<file path="config.mk">
export PLATFORM = sky130hd
export DESIGN_NAME = exception_priority_and_boot_vector
export DESIGN_NICKNAME = d
export VERILOG_FILES = /design/src/rtl/exc_pkg.sv /design/src/rtl/prio_select.sv /design/src/rtl/boot_sequencer.sv /design/src/rtl/exception_priority_and_boot_vector.sv
export SDC_FILE = /design/constraint.sdc
export NUM_CORES = 1
export LEC_CHECK = 0
export BUFFER_PORTS_ARGS = -buffer_cell sky130_fd_sc_hd__clkbuf_2
export CORE_UTILIZATION = 45
export DETAILED_ROUTE_END_ITERATION = 8
export PLACE_DENSITY = 0.86
export SLEW_MARGIN = 20
export SYNTH_ARGS = -nofsm -noshare
export SYNTH_HDL_FRONTEND = slang
export SYNTH_SLANG_ARGS = --single-unit
</file>
<file path="constraint.sdc">
create_clock -name CLK_IN -period 13.9 [get_ports CLK_IN]
set_clock_uncertainty 0.1 [all_clocks]
set_input_delay 2.78 -clock CLK_IN [delete_from_list [all_inputs] [get_ports CLK_IN]]
set_output_delay 2.78 -clock CLK_IN [all_outputs]
set_load 0.1 [all_outputs]
</file>
<file path="src/rtl/exc_pkg.sv">
// Constants, types and decode functions for the event priority unit
package exc_pkg;

	localparam int ADDR_W = 32;
	localparam int PRIO_W = 5;
	localparam int NUM_SLOTS = 32;
	localparam int AUTOVEC_W = 14;
	localparam int DIV_W = 4;

	// Start of internal flash, first fetch after reset
	localparam logic [31:0] RESET_ADDR = 32'h8000_0000;

	// Clock source codes, and values at start-up
	localparam logic [1:0] CLK_SRC_RC = 2'h0;
	localparam logic [1:0] CLK_SRC_RST = CLK_SRC_RC;
	localparam logic PLL_EN_RST = 1'b0;
	localparam logic [3:0] CLK_DIV_RST = 4'h0;

	// Priority numbers of event slots
	localparam logic [4:0] PRIO_DEBUG_STOP = 5'h02;
	localparam logic [4:0] PRIO_UNRECOV = 5'h03;
	localparam logic [4:0] PRIO_MULTI_HIT = 5'h04;
	localparam logic [4:0] PRIO_BUS_DATA = 5'h05;
	localparam logic [4:0] PRIO_BUS_INSTR = 5'h06;
	localparam logic [4:0] PRIO_NMI = 5'h07;
	localparam logic [4:0] PRIO_IRQ3 = 5'h08;
	localparam logic [4:0] PRIO_IRQ0 = 5'h0b;
	localparam logic [4:0] PRIO_INSTR_ADDR = 5'h0c;
	localparam logic [4:0] PRIO_ITRANS_MISS = 5'h0d;
	localparam logic [4:0] PRIO_ITRANS_PROT = 5'h0e;
	localparam logic [4:0] PRIO_BREAKPOINT = 5'h0f;
	localparam logic [4:0] PRIO_ILLEGAL = 5'h10;
	localparam logic [4:0] PRIO_UNIMPL = 5'h11;
	localparam logic [4:0] PRIO_PRIV = 5'h12;
	localparam logic [4:0] PRIO_FLOAT = 5'h13;
	localparam logic [4:0] PRIO_COPROC = 5'h14;
	localparam logic [4:0] PRIO_SVC = 5'h15;
	localparam logic [4:0] PRIO_DADDR_RD = 5'h16;
	localparam logic [4:0] PRIO_DADDR_WR = 5'h17;
	localparam logic [4:0] PRIO_DTRANS_MISS_RD = 5'h18;
	localparam logic [4:0] PRIO_DTRANS_MISS_WR = 5'h19;
	localparam logic [4:0] PRIO_DTRANS_PROT_RD = 5'h1a;
	localparam logic [4:0] PRIO_DTRANS_PROT_WR = 5'h1b;
	localparam logic [4:0] PRIO_DTRANS_MOD = 5'h1c;
	localparam logic [4:0] PRIO_NONE = 5'h1f;

	// Slots that can ever be raised: 2..28 without the two unused ones
	localparam logic [31:0] SLOT_VALID_MASK = 32'h0ff7_fffc;

	// Handler offsets from the vector base
	localparam logic [31:0] OFS_UNRECOV = 32'h0000_0000;
	localparam logic [31:0] OFS_MULTI_HIT = 32'h0000_0004;
	localparam logic [31:0] OFS_BUS_DATA = 32'h0000_0008;
	localparam logic [31:0] OFS_BUS_INSTR = 32'h0000_000c;
	localparam logic [31:0] OFS_NMI = 32'h0000_0010;
	localparam logic [31:0] OFS_INSTR_ADDR = 32'h0000_0014;
	localparam logic [31:0] OFS_ITRANS_PROT = 32'h0000_0018;
	localparam logic [31:0] OFS_BREAKPOINT = 32'h0000_001c;
	localparam logic [31:0] OFS_ILLEGAL = 32'h0000_0020;
	localparam logic [31:0] OFS_UNIMPL = 32'h0000_0024;
	localparam logic [31:0] OFS_PRIV = 32'h0000_0028;
	localparam logic [31:0] OFS_FLOAT = 32'h0000_002c;
	localparam logic [31:0] OFS_COPROC = 32'h0000_0030;
	localparam logic [31:0] OFS_DADDR_RD = 32'h0000_0034;
	localparam logic [31:0] OFS_DADDR_WR = 32'h0000_0038;
	localparam logic [31:0] OFS_DTRANS_PROT_RD = 32'h0000_003c;
	localparam logic [31:0] OFS_DTRANS_PROT_WR = 32'h0000_0040;
	localparam logic [31:0] OFS_DTRANS_MOD = 32'h0000_0044;
	localparam logic [31:0] OFS_ITRANS_MISS = 32'h0000_0050;
	localparam logic [31:0] OFS_DTRANS_MISS_RD = 32'h0000_0060;
	localparam logic [31:0] OFS_DTRANS_MISS_WR = 32'h0000_0070;
	localparam logic [31:0] OFS_SVC = 32'h0000_0100;

	// Increment applied to a supervisor call's own address
	localparam logic [31:0] SVC_RET_INC = 32'h0000_0002;

	// Where a handler address and a return address come from
	typedef enum logic [1:0] {
		VEC_FIXED = 2'h0,
		VEC_DEBUG = 2'h1,
		VEC_AUTO = 2'h2
	} vec_kind_type;

	typedef enum logic [1:0] {
		RET_OFFEND = 2'h0,
		RET_NONCOMPLETE = 2'h1,
		RET_SVC = 2'h2
	} ret_kind_type;

	// Fixed handler offset for a slot
	function automatic logic [31:0] handler_offset(input logic [4:0] p);
		case (p)
			PRIO_UNRECOV: handler_offset = OFS_UNRECOV;
			PRIO_MULTI_HIT: handler_offset = OFS_MULTI_HIT;
			PRIO_BUS_DATA: handler_offset = OFS_BUS_DATA;
			PRIO_BUS_INSTR: handler_offset = OFS_BUS_INSTR;
			PRIO_NMI: handler_offset = OFS_NMI;
			PRIO_INSTR_ADDR: handler_offset = OFS_INSTR_ADDR;
			PRIO_ITRANS_MISS: handler_offset = OFS_ITRANS_MISS;
			PRIO_ITRANS_PROT: handler_offset = OFS_ITRANS_PROT;
			PRIO_BREAKPOINT: handler_offset = OFS_BREAKPOINT;
			PRIO_ILLEGAL: handler_offset = OFS_ILLEGAL;
			PRIO_UNIMPL: handler_offset = OFS_UNIMPL;
			PRIO_PRIV: handler_offset = OFS_PRIV;
			PRIO_FLOAT: handler_offset = OFS_FLOAT;
			PRIO_COPROC: handler_offset = OFS_COPROC;
			PRIO_SVC: handler_offset = OFS_SVC;
			PRIO_DADDR_RD: handler_offset = OFS_DADDR_RD;
			PRIO_DADDR_WR: handler_offset = OFS_DADDR_WR;
			PRIO_DTRANS_MISS_RD: handler_offset = OFS_DTRANS_MISS_RD;
			PRIO_DTRANS_MISS_WR: handler_offset = OFS_DTRANS_MISS_WR;
			PRIO_DTRANS_PROT_RD: handler_offset = OFS_DTRANS_PROT_RD;
			PRIO_DTRANS_PROT_WR: handler_offset = OFS_DTRANS_PROT_WR;
			PRIO_DTRANS_MOD: handler_offset = OFS_DTRANS_MOD;
			default: handler_offset = OFS_UNRECOV;
		endcase
	endfunction : handler_offset

	// Source of the handler address for a slot
	function automatic vec_kind_type vec_kind(input logic [4:0] p);
		if (p == PRIO_DEBUG_STOP) begin
			vec_kind = VEC_DEBUG;
		end else if (p >= PRIO_IRQ3 && p <= PRIO_IRQ0) begin
			vec_kind = VEC_AUTO;
		end else begin
			vec_kind = VEC_FIXED;
		end
	endfunction : vec_kind

	// Source of the saved return address for a slot
	function automatic ret_kind_type ret_kind(input logic [4:0] p);
		case (p)
			PRIO_DEBUG_STOP, PRIO_BUS_DATA, PRIO_BUS_INSTR, PRIO_NMI,
			PRIO_BREAKPOINT: ret_kind = RET_NONCOMPLETE;
			PRIO_SVC: ret_kind = RET_SVC;
			default: begin
				if (p >= PRIO_IRQ3 && p <= PRIO_IRQ0) begin
					ret_kind = RET_NONCOMPLETE;
				end else begin
					ret_kind = RET_OFFEND;
				end
			end
		endcase
	endfunction : ret_kind

endpackage : exc_pkg

</file>
<file path="src/rtl/prio_select.sv">
// Lowest-index-wins selector over a vector of pending slots
module prio_select
	import exc_pkg::*;
#(
	parameter int N = NUM_SLOTS,
	parameter int IW = $clog2(N)
) (
	input wire logic [N-1:0] pend_in, // Pending slots
	output logic found_out, // Some slot pending
	output logic [IW-1:0] index_out // Lowest pending slot
);

	logic [N-1:0] below;
	logic [N-1:0] first;

	// Mark the single lowest set bit
	assign below[0] = 1'b0;
	assign first[0] = pend_in[0];
	generate
		for (genvar i = 1; i < N; i++) begin : g_chain
			assign below[i] = below[i-1] | pend_in[i-1];
			assign first[i] = pend_in[i] & ~below[i];
		end
	endgenerate

	// Encode the one-hot winner
	always_comb begin
		index_out = '0;
		for (int i = 0; i < N; i++) begin
			if (first[i]) begin
				index_out = IW'(i);
			end
		end
	end

	assign found_out = |pend_in;

endmodule : prio_select

</file>
<file path="src/rtl/boot_sequencer.sv">
// Reset hold, start-up clock setting and first fetch request
module boot_sequencer
	import exc_pkg::*;
(
	input wire logic clk_in, // Core clock
	input wire logic rst_in, // Sync reset, high
	input wire logic power_stable_in, // Power-on detector settled
	input wire logic io_supply_ok_in, // I/O supply above minimum
	input wire logic cfg_valid_in, // Clock setting write strobe
	input wire logic [1:0] cfg_src_in, // New clock source
	input wire logic cfg_pll_in, // New PLL enable
	input wire logic [DIV_W-1:0] cfg_div_in, // New divider
	output logic core_reset_out, // Core held in reset
	output logic fetch_start_out, // First fetch pulse
	output logic running_out, // Core running
	output logic [1:0] clk_src_out, // Selected clock source
	output logic pll_en_out, // PLL enable
	output logic [DIV_W-1:0] clk_div_out // Module clock divider
);

	typedef enum logic [2:0] {
		ST_HOLD = 3'b001,
		ST_FETCH = 3'b010,
		ST_RUN = 3'b100
	} boot_state_type;

	boot_state_type state_reg;
	boot_state_type state_next;
	logic hold;

	// Any reset source keeps the core held
	assign hold = rst_in | ~power_stable_in | ~io_supply_ok_in;

	// Sequence through hold, one fetch cycle, run
	always_comb begin
		state_next = state_reg;
		case (state_reg)
			ST_HOLD: state_next = ST_FETCH;
			ST_FETCH: state_next = ST_RUN;
			ST_RUN: state_next = ST_RUN;
			default: state_next = ST_HOLD;
		endcase
		if (hold) begin
			state_next = ST_HOLD;
		end
	end

	// State register
	always_ff @(posedge clk_in) begin
		state_reg <= state_next;
	end

	// Clock setting: RC, PLLs off, undivided until software changes it
	always_ff @(posedge clk_in) begin
		if (hold) begin
			clk_src_out <= CLK_SRC_RST;
			pll_en_out <= PLL_EN_RST;
			clk_div_out <= CLK_DIV_RST;
		end else if (cfg_valid_in && state_reg == ST_RUN) begin
			clk_src_out <= cfg_src_in;
			pll_en_out <= cfg_pll_in;
			clk_div_out <= cfg_div_in;
		end
	end

	assign core_reset_out = (state_reg == ST_HOLD);
	assign fetch_start_out = (state_reg == ST_FETCH);
	assign running_out = (state_reg == ST_RUN);
endmodule : boot_sequencer

</file>
<file path="src/rtl/exception_priority_and_boot_vector.sv">
// Event priority ranking, handler and return address, boot start
//
// Functional notes
// - Hold reset until power settles; run RC
// - Start-up: PLLs off, all clocks undivided
// - First fetch at start of flash
// - Low I/O supply keeps device in reset
// - Debug stop: priority 2, debugger-supplied handler
// - Unrecoverable: priority 3, offset 0x00
// - Multiple translation hit: priority 4, 0x04
// - Bus errors: data 5/0x08, instruction 6/0x0C
// - Non-maskable interrupt: priority 7, offset 0x10
// - Interrupt levels 3..0: priorities 8..11, autovectored
// - Instruction address: priority 12, offset 0x14
// - Instruction translation miss: priority 13, 0x50
// - Instruction translation protection: 14, 0x18
// - Breakpoint: priority 15, offset 0x1C
// - Decode faults 16..18 at 0x20..0x28
// - Floating-point and modified slots never raised
// - Coprocessor absent: priority 20, offset 0x30
// - Supervisor call: 21, 0x100, returns PC+2
// - Misaligned data read 22, write 23
// - Data translation misses: read 24, write 25
// - Data translation protection: read 26, write 27
// - Handler address is base OR offset
// - Autovector offset is fourteen bits wide
// - Higher class preempts ongoing lower class
module exception_priority_and_boot_vector
	import exc_pkg::*;
#(
	parameter int AW = ADDR_W
) (
	input wire logic CLK_IN, // Core clock, 40 MHz
	input wire logic RST_IN, // Sync reset, high
	input wire logic POWER_STABLE_IN, // Power-on detector settled
	input wire logic IO_SUPPLY_OK_IN, // I/O brown-out detector ok
	input wire logic CLK_CFG_VALID_IN, // Clock setting strobe
	input wire logic [1:0] CLK_CFG_SRC_IN, // New clock source
	input wire logic CLK_CFG_PLL_IN, // New PLL enable
	input wire logic [DIV_W-1:0] CLK_CFG_DIV_IN, // New clock divider
	input wire logic [NUM_SLOTS-1:0] EVENT_IN, // Event levels by priority
	input wire logic [AW-1:0] VECTOR_BASE_IN, // Vector base address
	input wire logic [AW-1:0] DEBUG_HANDLER_IN, // Debugger handler address
	input wire logic [AUTOVEC_W-1:0] AUTOVECTOR_IN, // Interrupt offset
	input wire logic [AW-1:0] PC_OFFEND_IN, // PC of offending instr
	input wire logic [AW-1:0] PC_NONCOMPLETE_IN, // First non-completed
	input wire logic EVENT_RETURN_IN, // Handler finished pulse
	output logic CORE_RESET_OUT, // Core held in reset
	output logic FETCH_START_OUT, // First fetch pulse
	output logic [AW-1:0] FETCH_ADDR_OUT, // First fetch address
	output logic [1:0] CLK_SRC_OUT, // Selected clock source
	output logic PLL_EN_OUT, // PLL enable
	output logic [DIV_W-1:0] CLK_DIV_OUT, // Module clock divider
	output logic EVENT_TAKE_OUT, // Event taken pulse
	output logic [PRIO_W-1:0] EVENT_PRIO_OUT, // Taken priority
	output logic [AW-1:0] HANDLER_ADDR_OUT, // Handler target
	output logic [AW-1:0] RETURN_ADDR_OUT, // Address to save
	output logic [PRIO_W-1:0] ACTIVE_PRIO_OUT // Class now in handling
);

	logic running;
	logic [NUM_SLOTS-1:0] pend;
	logic [NUM_SLOTS-1:0] above_active;
	logic found;
	logic [PRIO_W-1:0] sel_prio;
	logic take;
	logic [AW-1:0] handler_next;
	logic [AW-1:0] return_next;
	logic [PRIO_W-1:0] active_reg;

	// Reset hold and start-up clocks
	boot_sequencer u_boot (
		.clk_in(CLK_IN),
		.rst_in(RST_IN),
		.power_stable_in(POWER_STABLE_IN),
		.io_supply_ok_in(IO_SUPPLY_OK_IN),
		.cfg_valid_in(CLK_CFG_VALID_IN),
		.cfg_src_in(CLK_CFG_SRC_IN),
		.cfg_pll_in(CLK_CFG_PLL_IN),
		.cfg_div_in(CLK_CFG_DIV_IN),
		.core_reset_out(CORE_RESET_OUT),
		.fetch_start_out(FETCH_START_OUT),
		.running_out(running),
		.clk_src_out(CLK_SRC_OUT),
		.pll_en_out(PLL_EN_OUT),
		.clk_div_out(CLK_DIV_OUT)
	);

	// Reset address is fixed
	assign FETCH_ADDR_OUT = RESET_ADDR;

	// Only classes more urgent than the one in handling compete
	generate
		for (genvar i = 0; i < NUM_SLOTS; i++) begin : g_above
			assign above_active[i] = (PRIO_W'(i) < active_reg);
		end
	endgenerate

	// Unused and out-of-table slots are never raised
	assign pend = EVENT_IN & SLOT_VALID_MASK & above_active;

	prio_select #(
		.N(NUM_SLOTS),
		.IW(PRIO_W)
	) u_sel (
		.pend_in(pend),
		.found_out(found),
		.index_out(sel_prio)
	);

	assign take = running & found;

	// Handler address formed from the winning slot
	always_comb begin
		case (vec_kind(sel_prio))
			VEC_DEBUG: handler_next = DEBUG_HANDLER_IN;
			VEC_AUTO: handler_next = VECTOR_BASE_IN |
				{{(AW-AUTOVEC_W){1'b0}}, AUTOVECTOR_IN};
			default: handler_next = VECTOR_BASE_IN |
				AW'(handler_offset(sel_prio));
		endcase
	end

	// Return address chosen by slot kind
	always_comb begin
		case (ret_kind(sel_prio))
			RET_NONCOMPLETE: return_next = PC_NONCOMPLETE_IN;
			RET_SVC: return_next = PC_OFFEND_IN + AW'(SVC_RET_INC);
			default: return_next = PC_OFFEND_IN;
		endcase
	end

	// Register the taken event and its addresses
	always_ff @(posedge CLK_IN) begin
		if (CORE_RESET_OUT) begin
			EVENT_TAKE_OUT <= 1'b0;
			EVENT_PRIO_OUT <= PRIO_NONE;
			HANDLER_ADDR_OUT <= '0;
			RETURN_ADDR_OUT <= '0;
		end else begin
			EVENT_TAKE_OUT <= take;
			if (take) begin
				EVENT_PRIO_OUT <= sel_prio;
				HANDLER_ADDR_OUT <= handler_next;
				RETURN_ADDR_OUT <= return_next;
			end
		end
	end

	// Class in handling; a new take wins over a return
	always_ff @(posedge CLK_IN) begin
		if (CORE_RESET_OUT) begin
			active_reg <= PRIO_NONE;
		end else if (take) begin
			active_reg <= sel_prio;
		end else if (EVENT_RETURN_IN) begin
			active_reg <= PRIO_NONE;
		end
	end

	assign ACTIVE_PRIO_OUT = active_reg;
endmodule : exception_priority_and_boot_vector

</file>
# After elaboration in Yosys (flattened, before gate mapping)
# Memories as Yosys holds them, arrays and structs flattened.
# Index checks and enable logic that the tools add are counted.
[totals] elab_cells=206 ram_bits=0 romBits=192 out_inout_bits=116 input_bits=187 latch_bits=0 reg_bits=85 n_memories=1
[mem_list] name="(name not given)" words=32 word_bits=6 read_ports=1 rd_ports_with_merged_regs=0 write_ports=0 line="exc_pkg.sv:92" text="case (p)"
[classes] n_bitwise=100 n_shift=0 order_cmp=34 add_sub_neg=1 n_mux=41 eq_ne=13 div=0 n_reduce_logical=7 multipliers=0
[op_table] operator="$mux W5" count=32
[op_table] operator="$pmux W32 S2" count=2
[op_table] operator="$lt A5 B5 Y1 const A" count=16
[op_table] operator="$lt A4 B5 Y1 const A" count=8
[op_table] operator="$not A1 Y1" count=33
[op_table] operator="$add A32 B2 Y32 const B" count=1
[op_table] operator="$and A1 B1 Y1" count=32
[op_table] operator="$and A28 B32 Y32" count=1
[op_table] operator="$mux W32" count=1
[op_table] operator="$or A1 B1 Y1" count=32
[op_table] operator="$or A32 B14 Y32" count=1
[op_table] operator="$or A32 B32 Y32" count=1
[op_table] operator="$reduce_or A32 Y1" count=1
[op_table] operator="$lt A3 B5 Y1 const A" count=4
[op_table] operator="$eq A5 B3 Y1 const B" count=3
[op_table] operator="$lt A1 B5 Y1 const A" count=2
[op_table] operator="$lt A2 B5 Y1 const A" count=2
[op_table] operator="$pmux W3 S2" count=1
[op_table] operator="$eq A5 B2 Y1 const B" count=1
[op_table] operator="$eq A5 B4 Y1 const B" count=1
[op_table] operator="$eq A5 B5 Y1 const B" count=1
[op_table] operator="$ge A5 B4 Y1 const B" count=1
[op_table] operator="$le A5 B4 Y1 const B" count=1
[op_table] operator="$reduce_or A5 Y1" count=1
[op_table] operator="11 further kinds" count=17

# Longest topological paths before layout
[depth] word_depth=44 ltp_mapped=24 depth_no_buf=20

# Modules after synthesis
# From an unflattened synthesis, not the netlist that was laid out.
[hier_totals] hier_cells=792 hier_area_um2=6149.6
[modules_own_cells] mod="exception_priority_and_boot_vector" seq_area_each_um2=1501.4 cells_per_inst=674 n_inst=1 area_per_inst_um2=5228.8
[modules_own_cells] mod="boot_sequencer" seq_area_each_um2=200.2 cells_per_inst=44 n_inst=1 area_per_inst_um2=489.2
[modules_own_cells] mod="prio_select" seq_area_each_um2=0.0 cells_per_inst=74 n_inst=1 area_per_inst_um2=431.7

# Worst setup path after synthesis
# Ideal clock, no wire load.
[synth_timing] kind="input-to-reg" start="in EVENT_IN[10]" end="reg RETURN_ADDR_OUT[13]" setup_ns=0.081 arrival_time_ns=6.587 setup_slack_ns=7.132 path_stages=20 n_path_buf=0 required_time_ns=13.719 path_cell_list="a311oi_1 -> nor3_1 -> nor4_2 -> nand2_1 -> nor4b_1 -> nor3_1 -> inv_1 -> ha_1 -> a41o_1 -> nand4_1 -> and2_0 -> nand3_1 -> ha_1 -> nor2_1 -> and3_1 -> or3b_2 -> xor2_1 -> o211ai_1 -> o21ai_0 -> nor2_1"
[synth_via] elab_chain_cells=31 word_cells_on_any_way=104 cone_classes="order compare: 2; eq/ne: 8; mux: 25; bitwise: 66; reduce/logical: 3"
[synth_rtl] item="from (decl)" line="exception_priority_and_boot_vector.sv:41" text="input wire logic [NUM_SLOTS-1:0] EVENT_IN,"
[synth_rtl] item="$and A28 B32 Y32 (*)" line="exception_priority_and_boot_vector.sv:100" text="assign pend = EVENT_IN & SLOT_VALID_MASK & above_active;"
[synth_rtl] item="$or A1 B1 Y1" line="prio_select.sv:21" text="assign below[i] = below[i-1] | pend_in[i-1];"
[synth_rtl] item="$not A1 Y1 / $or A1 B1 Y1 (equally long branches)" line="prio_select.sv:22, prio_select.sv:21"
[synth_rtl] item="$and A1 B1 Y1, or another cell as far along" line="prio_select.sv:22" text="assign first[i] = pend_in[i] & ~below[i];"
[synth_rtl] item="$mux W5, or another cell as far along (19 in series)" line="prio_select.sv:30" text="if (first[i]) begin"
[synth_rtl] item="$mux W5 / $and A1 B1 Y1 (equally long branches)" line="prio_select.sv:30, prio_select.sv:22"
[synth_rtl] item="$mux W5 (*)" line="prio_select.sv:30"
[synth_rtl] item="via sel_prio[0]" line="exception_priority_and_boot_vector.sv:65" text="logic [PRIO_W-1:0] sel_prio;"
[synth_rtl] item="$ge A5 B4 Y1 / $le A5 B4 Y1 (equally long branches)" line="exc_pkg.sv:137" text="if (p >= PRIO_IRQ3 && p <= PRIO_IRQ0) begin"
[synth_rtl] item="$logic_and A1 B1 Y1" line="exc_pkg.sv:137"
[synth_rtl] item="$mux W1" line="exc_pkg.sv:137"
[synth_rtl] item="$pmux W2 S2 (*)" line="exc_pkg.sv:132" text="case (p)"
[synth_rtl] item="$eq A2 B2 Y1 / $eq A2 B1 Y1 (equally long branches)" line="exception_priority_and_boot_vector.sv:126" text="case (ret_kind(sel_prio))"
[synth_rtl] item="$pmux W32 S2 (*)" line="exception_priority_and_boot_vector.sv:126"
[synth_rtl] item="to (signal assigned)" line="exception_priority_and_boot_vector.sv:145" text="RETURN_ADDR_OUT <= return_next;"
[synth_rtl] item="to (decl)" line="exception_priority_and_boot_vector.sv:57" text="output logic [AW-1:0] RETURN_ADDR_OUT,"
# The timed path passes the listed nets; every way through them passes the cells marked *.
# A chain may end at the register's enable or synchronous reset.

# Worst setup path after layout
# Ends and elaborated chain as after synthesis.

==> metrics.txt <==
status=completed; Yosys Warn Count=0; final hold viol count=0; Post-synth EDFFs=0; Final period util=roughly 55%; largest net degree at the start of global routing=74; post-route ant nets=0; pwr/cell area=88.9 nW/um2; total power=about 0.67 mW; post-synthesis async set-or-reset flop share=0%; Mapped Cells=760; Fmax=0.130 GHz; post_cts resized=0; Seq pwr share=36.6%; biggest regs=HANDLER_ADDR_OUT: 32 flops, RETURN_ADDR_OUT: 32 flops; sequential share of the synthesized area=28.2%; vias per std cell=5.70; Slew Viols, Final=0; CTS Buf Count=9; Post-synth top flop=dfxtp_1; peak supply drop=0.0927 mV; number of port buffers=263; CP endpoint kind=flip-flop; crit-path max FO=57; Pint=0.468 mW; DRC viols=0; Worst Reg-to-Reg Cells=21; worst min path class=reg2reg; clk sink count=85; crit path max-delay cell type=nor3_1; Syn Area/Cell=7.95 um2; Clock Pin Slew Worst Setup and Hold Paths=0.06 ns; initial core utilization=46.9%; Die Span Y=118 um; WL final=18600 um; vias after detailed routing=approximately 6600; Clock Path Buffers=2; Slew @ Worst Pin=0.943 ns; Req. time, crit path=14.08 ns; clock power share=between 40% and 50%; Post-Syn Area=approximately 6000 um2; vias in the first global route=about 6000; Tot GR Track Use=26.0%; area grow syn2layout=24.1%; Lkg Pwr=3.32 nW; htree depth=3; fin nets=1178; post-synth cell types=84; Worst EP arrival=7.85 ns; maxcap violations=0; Worst Hold Depth=2; Detailed Routing Iterations Pass 1=5; number of core rows=about 40; max incr delay on CP=0.70 ns; NetSw=0.199 mW; Post CTS Setup Buffer Count=0; Initial DRC Count=~630; setup tns final=0 ns; combinational power share=22.1%; Die ar.=about 14000 um2; switching fraction of total power=29.8%; Worst-Skew Late Latency=0.34 ns; WS Path Type=in2reg; placed cell area=7160 um2; TritonCTS clock tree=built; Cell Chain, Critical Path=clkbuf_2 > a311oi_1 > nor3_1 > nor4_2 > nand2_1 > nor4b_1 > nor3_1 > inv_1 > ha_1 > a41o_1 > nand4_1 > and2_0 > nand3_1 > ha_1 > buf_4 > nor2_1 > and3_1 > or3b_2 > xor2_1 > o211ai_1 > o21ai_0 > nor2_1; Final Instance Area=7500 um2; first-pass GRT wire length=29400 um; layout cell share with drive strength beyond 1=33.3%; Die Width=118 um; clock root cell=clkbuf_16; Final Critical Period=7.68 ns; grt ovf=0; RSZ-0062 raised after global routing=no; # IOs=between 300 and 400; routability congestion estimate=0.938; core box area=12900 um2; Routed WL per cell=between 15 and 20 um; HPWL Detailed=roughly 14000 um; Final setup viols=0; worst rel slew slack=a little under two fifths; CP Launch Type=input port; n_diodes=0; Seq cells post-synth=85; hold_buf cts=0; initial antenna violation count=0
-- cell type report --
type,instances,area (um2)
repair buffers,270,1370
fillers,1219,5380
multi-input cells,596,3790
clock buffers,10,229
inverters,20,76.3
well taps,172,215
flip-flops and latches,85,1700
clock inverters,6,111
-- cell usage after synthesis, types with 4 or more instances --
master | n | share of area [%]
o21ai_0 | 57 | 4.7
and2_1 | 5 | 0.52
or4_1 | 5 | 0.62
dfxtp_1 | 85 | 28
or3b_2 | 4 | 0.58
a31oi_1 | 6 | 0.62
mux2_2 | 16 | 3.0
clkbuf_1 | 33 | 2.1
a211o_1 | 4 | 0.58
nor2b_1 | 6 | 0.62
nand2_1 | 51 | 3.2
o211ai_1 | 18 | 2.2
ha_1 | 9 | 1.9
nor3b_1 | 4 | 0.50
a21o_1 | 9 | 1.1
nand4_1 | 7 | 0.72
a21oi_1 | 56 | 4.6
nor2_1 | 84 | 5.2
buf_6 | 9 | 1.7
o21a_1 | 5 | 0.62
and3_1 | 9 | 0.93
nor4_1 | 4 | 0.41
mux2i_1 | 28 | 4.6
buf_4 | 33 | 4.1
or3_1 | 5 | 0.52
a222oi_1 | 15 | 2.5
a221oi_1 | 4 | 0.58
nor3_1 | 26 | 2.2
a31o_2 | 4 | 0.58
nand3_1 | 20 | 1.7
a211oi_1 | 33 | 4.1
buf_2 | 8 | 0.66
inv_1 | 18 | 1.1
-- cells in the final DEF (no fill, tap or decap), drive strengths merged, types with 4 or more instances in the layout --
master,count
dfxtp,85
a31o,4
nor4,6
nor3,26
a222oi,15
inv,19
nor3b,4
a21o,9
a211oi,34
and2,6
nand3,21
a31oi,6
clkbuf,273
and3,9
o211ai,20
ha,9
or3,5
a21oi,56
or3b,4
nor2,84
a211o,4
a221oi,4
o21ai,60
nand2,51
or4,5
o21a,5
nand4,8
conb,32
buf,7
nor2b,6
mux2,16
mux2i,28
-- metal layers --
layer | up-vias | track usage, % | routed length (um)
li1 | 3238 | - | -
met1 | 3033 | 32.3 | 7910
met2 | 310 | 44.3 | 8940
met3 | 22 | 6.69 | 1490
met4 | 0 | 7.37 | 283
met5 | - | 0 | 0
-- power groups by stage --
stage | sequential, mW | combinational, mW | clock (mW)
floorplan | 0.250 | 0.112 | 0
global placement | 0.249 | 0.144 | 0
detailed placement | 0.250 | 0.146 | 0
CTS | 0.244 | 0.146 | 0.282
global route | 0.244 | 0.158 | 0.290
finish | 0.244 | 0.147 | 0.275
-- kinds of logic after synthesis --
group | share of synthesized area, %
other cells | 0.124
compound gates | 30.2
fa+ha+maj | 1.86
mux | 7.62
xor+xnor | 0.725
flops | 28.2
buf+inv | 10.9
simple gates | 20.4
-- through the flow --
stage / hold slack, ns / util [%] / setup WS (ns) / cells
floorplan: 0.358 / - / 7.13 / 790
global placement: 0.341 / 55.6 / 6.05 / 1143
detailed placement: 0.348 / 55.6 / 5.95 / 1143
CTS: 0.357 / 58.2 / 6.33 / 1159
global route: 0.381 / 58.2 / 5.79 / 1159
finish: 0.356 / 58.2 / 6.22 / 1159
-- final timing paths --
| kind | end | slack (ns) | from |
|---|---|---|---|
| worst max-delay path | RETURN_ADDR_OUT[13] | 6.22 | EVENT_IN[10] |
| worst min register to register | RETURN_ADDR_OUT[2] | 0.36 | RETURN_ADDR_OUT[2] |
| worst min-delay path | RETURN_ADDR_OUT[2] | 0.36 | RETURN_ADDR_OUT[2] |
| worst max register to register | RETURN_ADDR_OUT[13] | 7.65 | ACTIVE_PRIO_OUT[2] |
-- critical path: cells and delay by family --
kind | cells | cell delay, ns
compound gates | 4 | 0.56
fa+ha+maj | 2 | 0.59
buf+inv | 3 | 0.66
simple gates | 12 | 3.10
xor+xnor | 1 | 0.15
No activity file was read; power rests on OpenSTA's default activity.
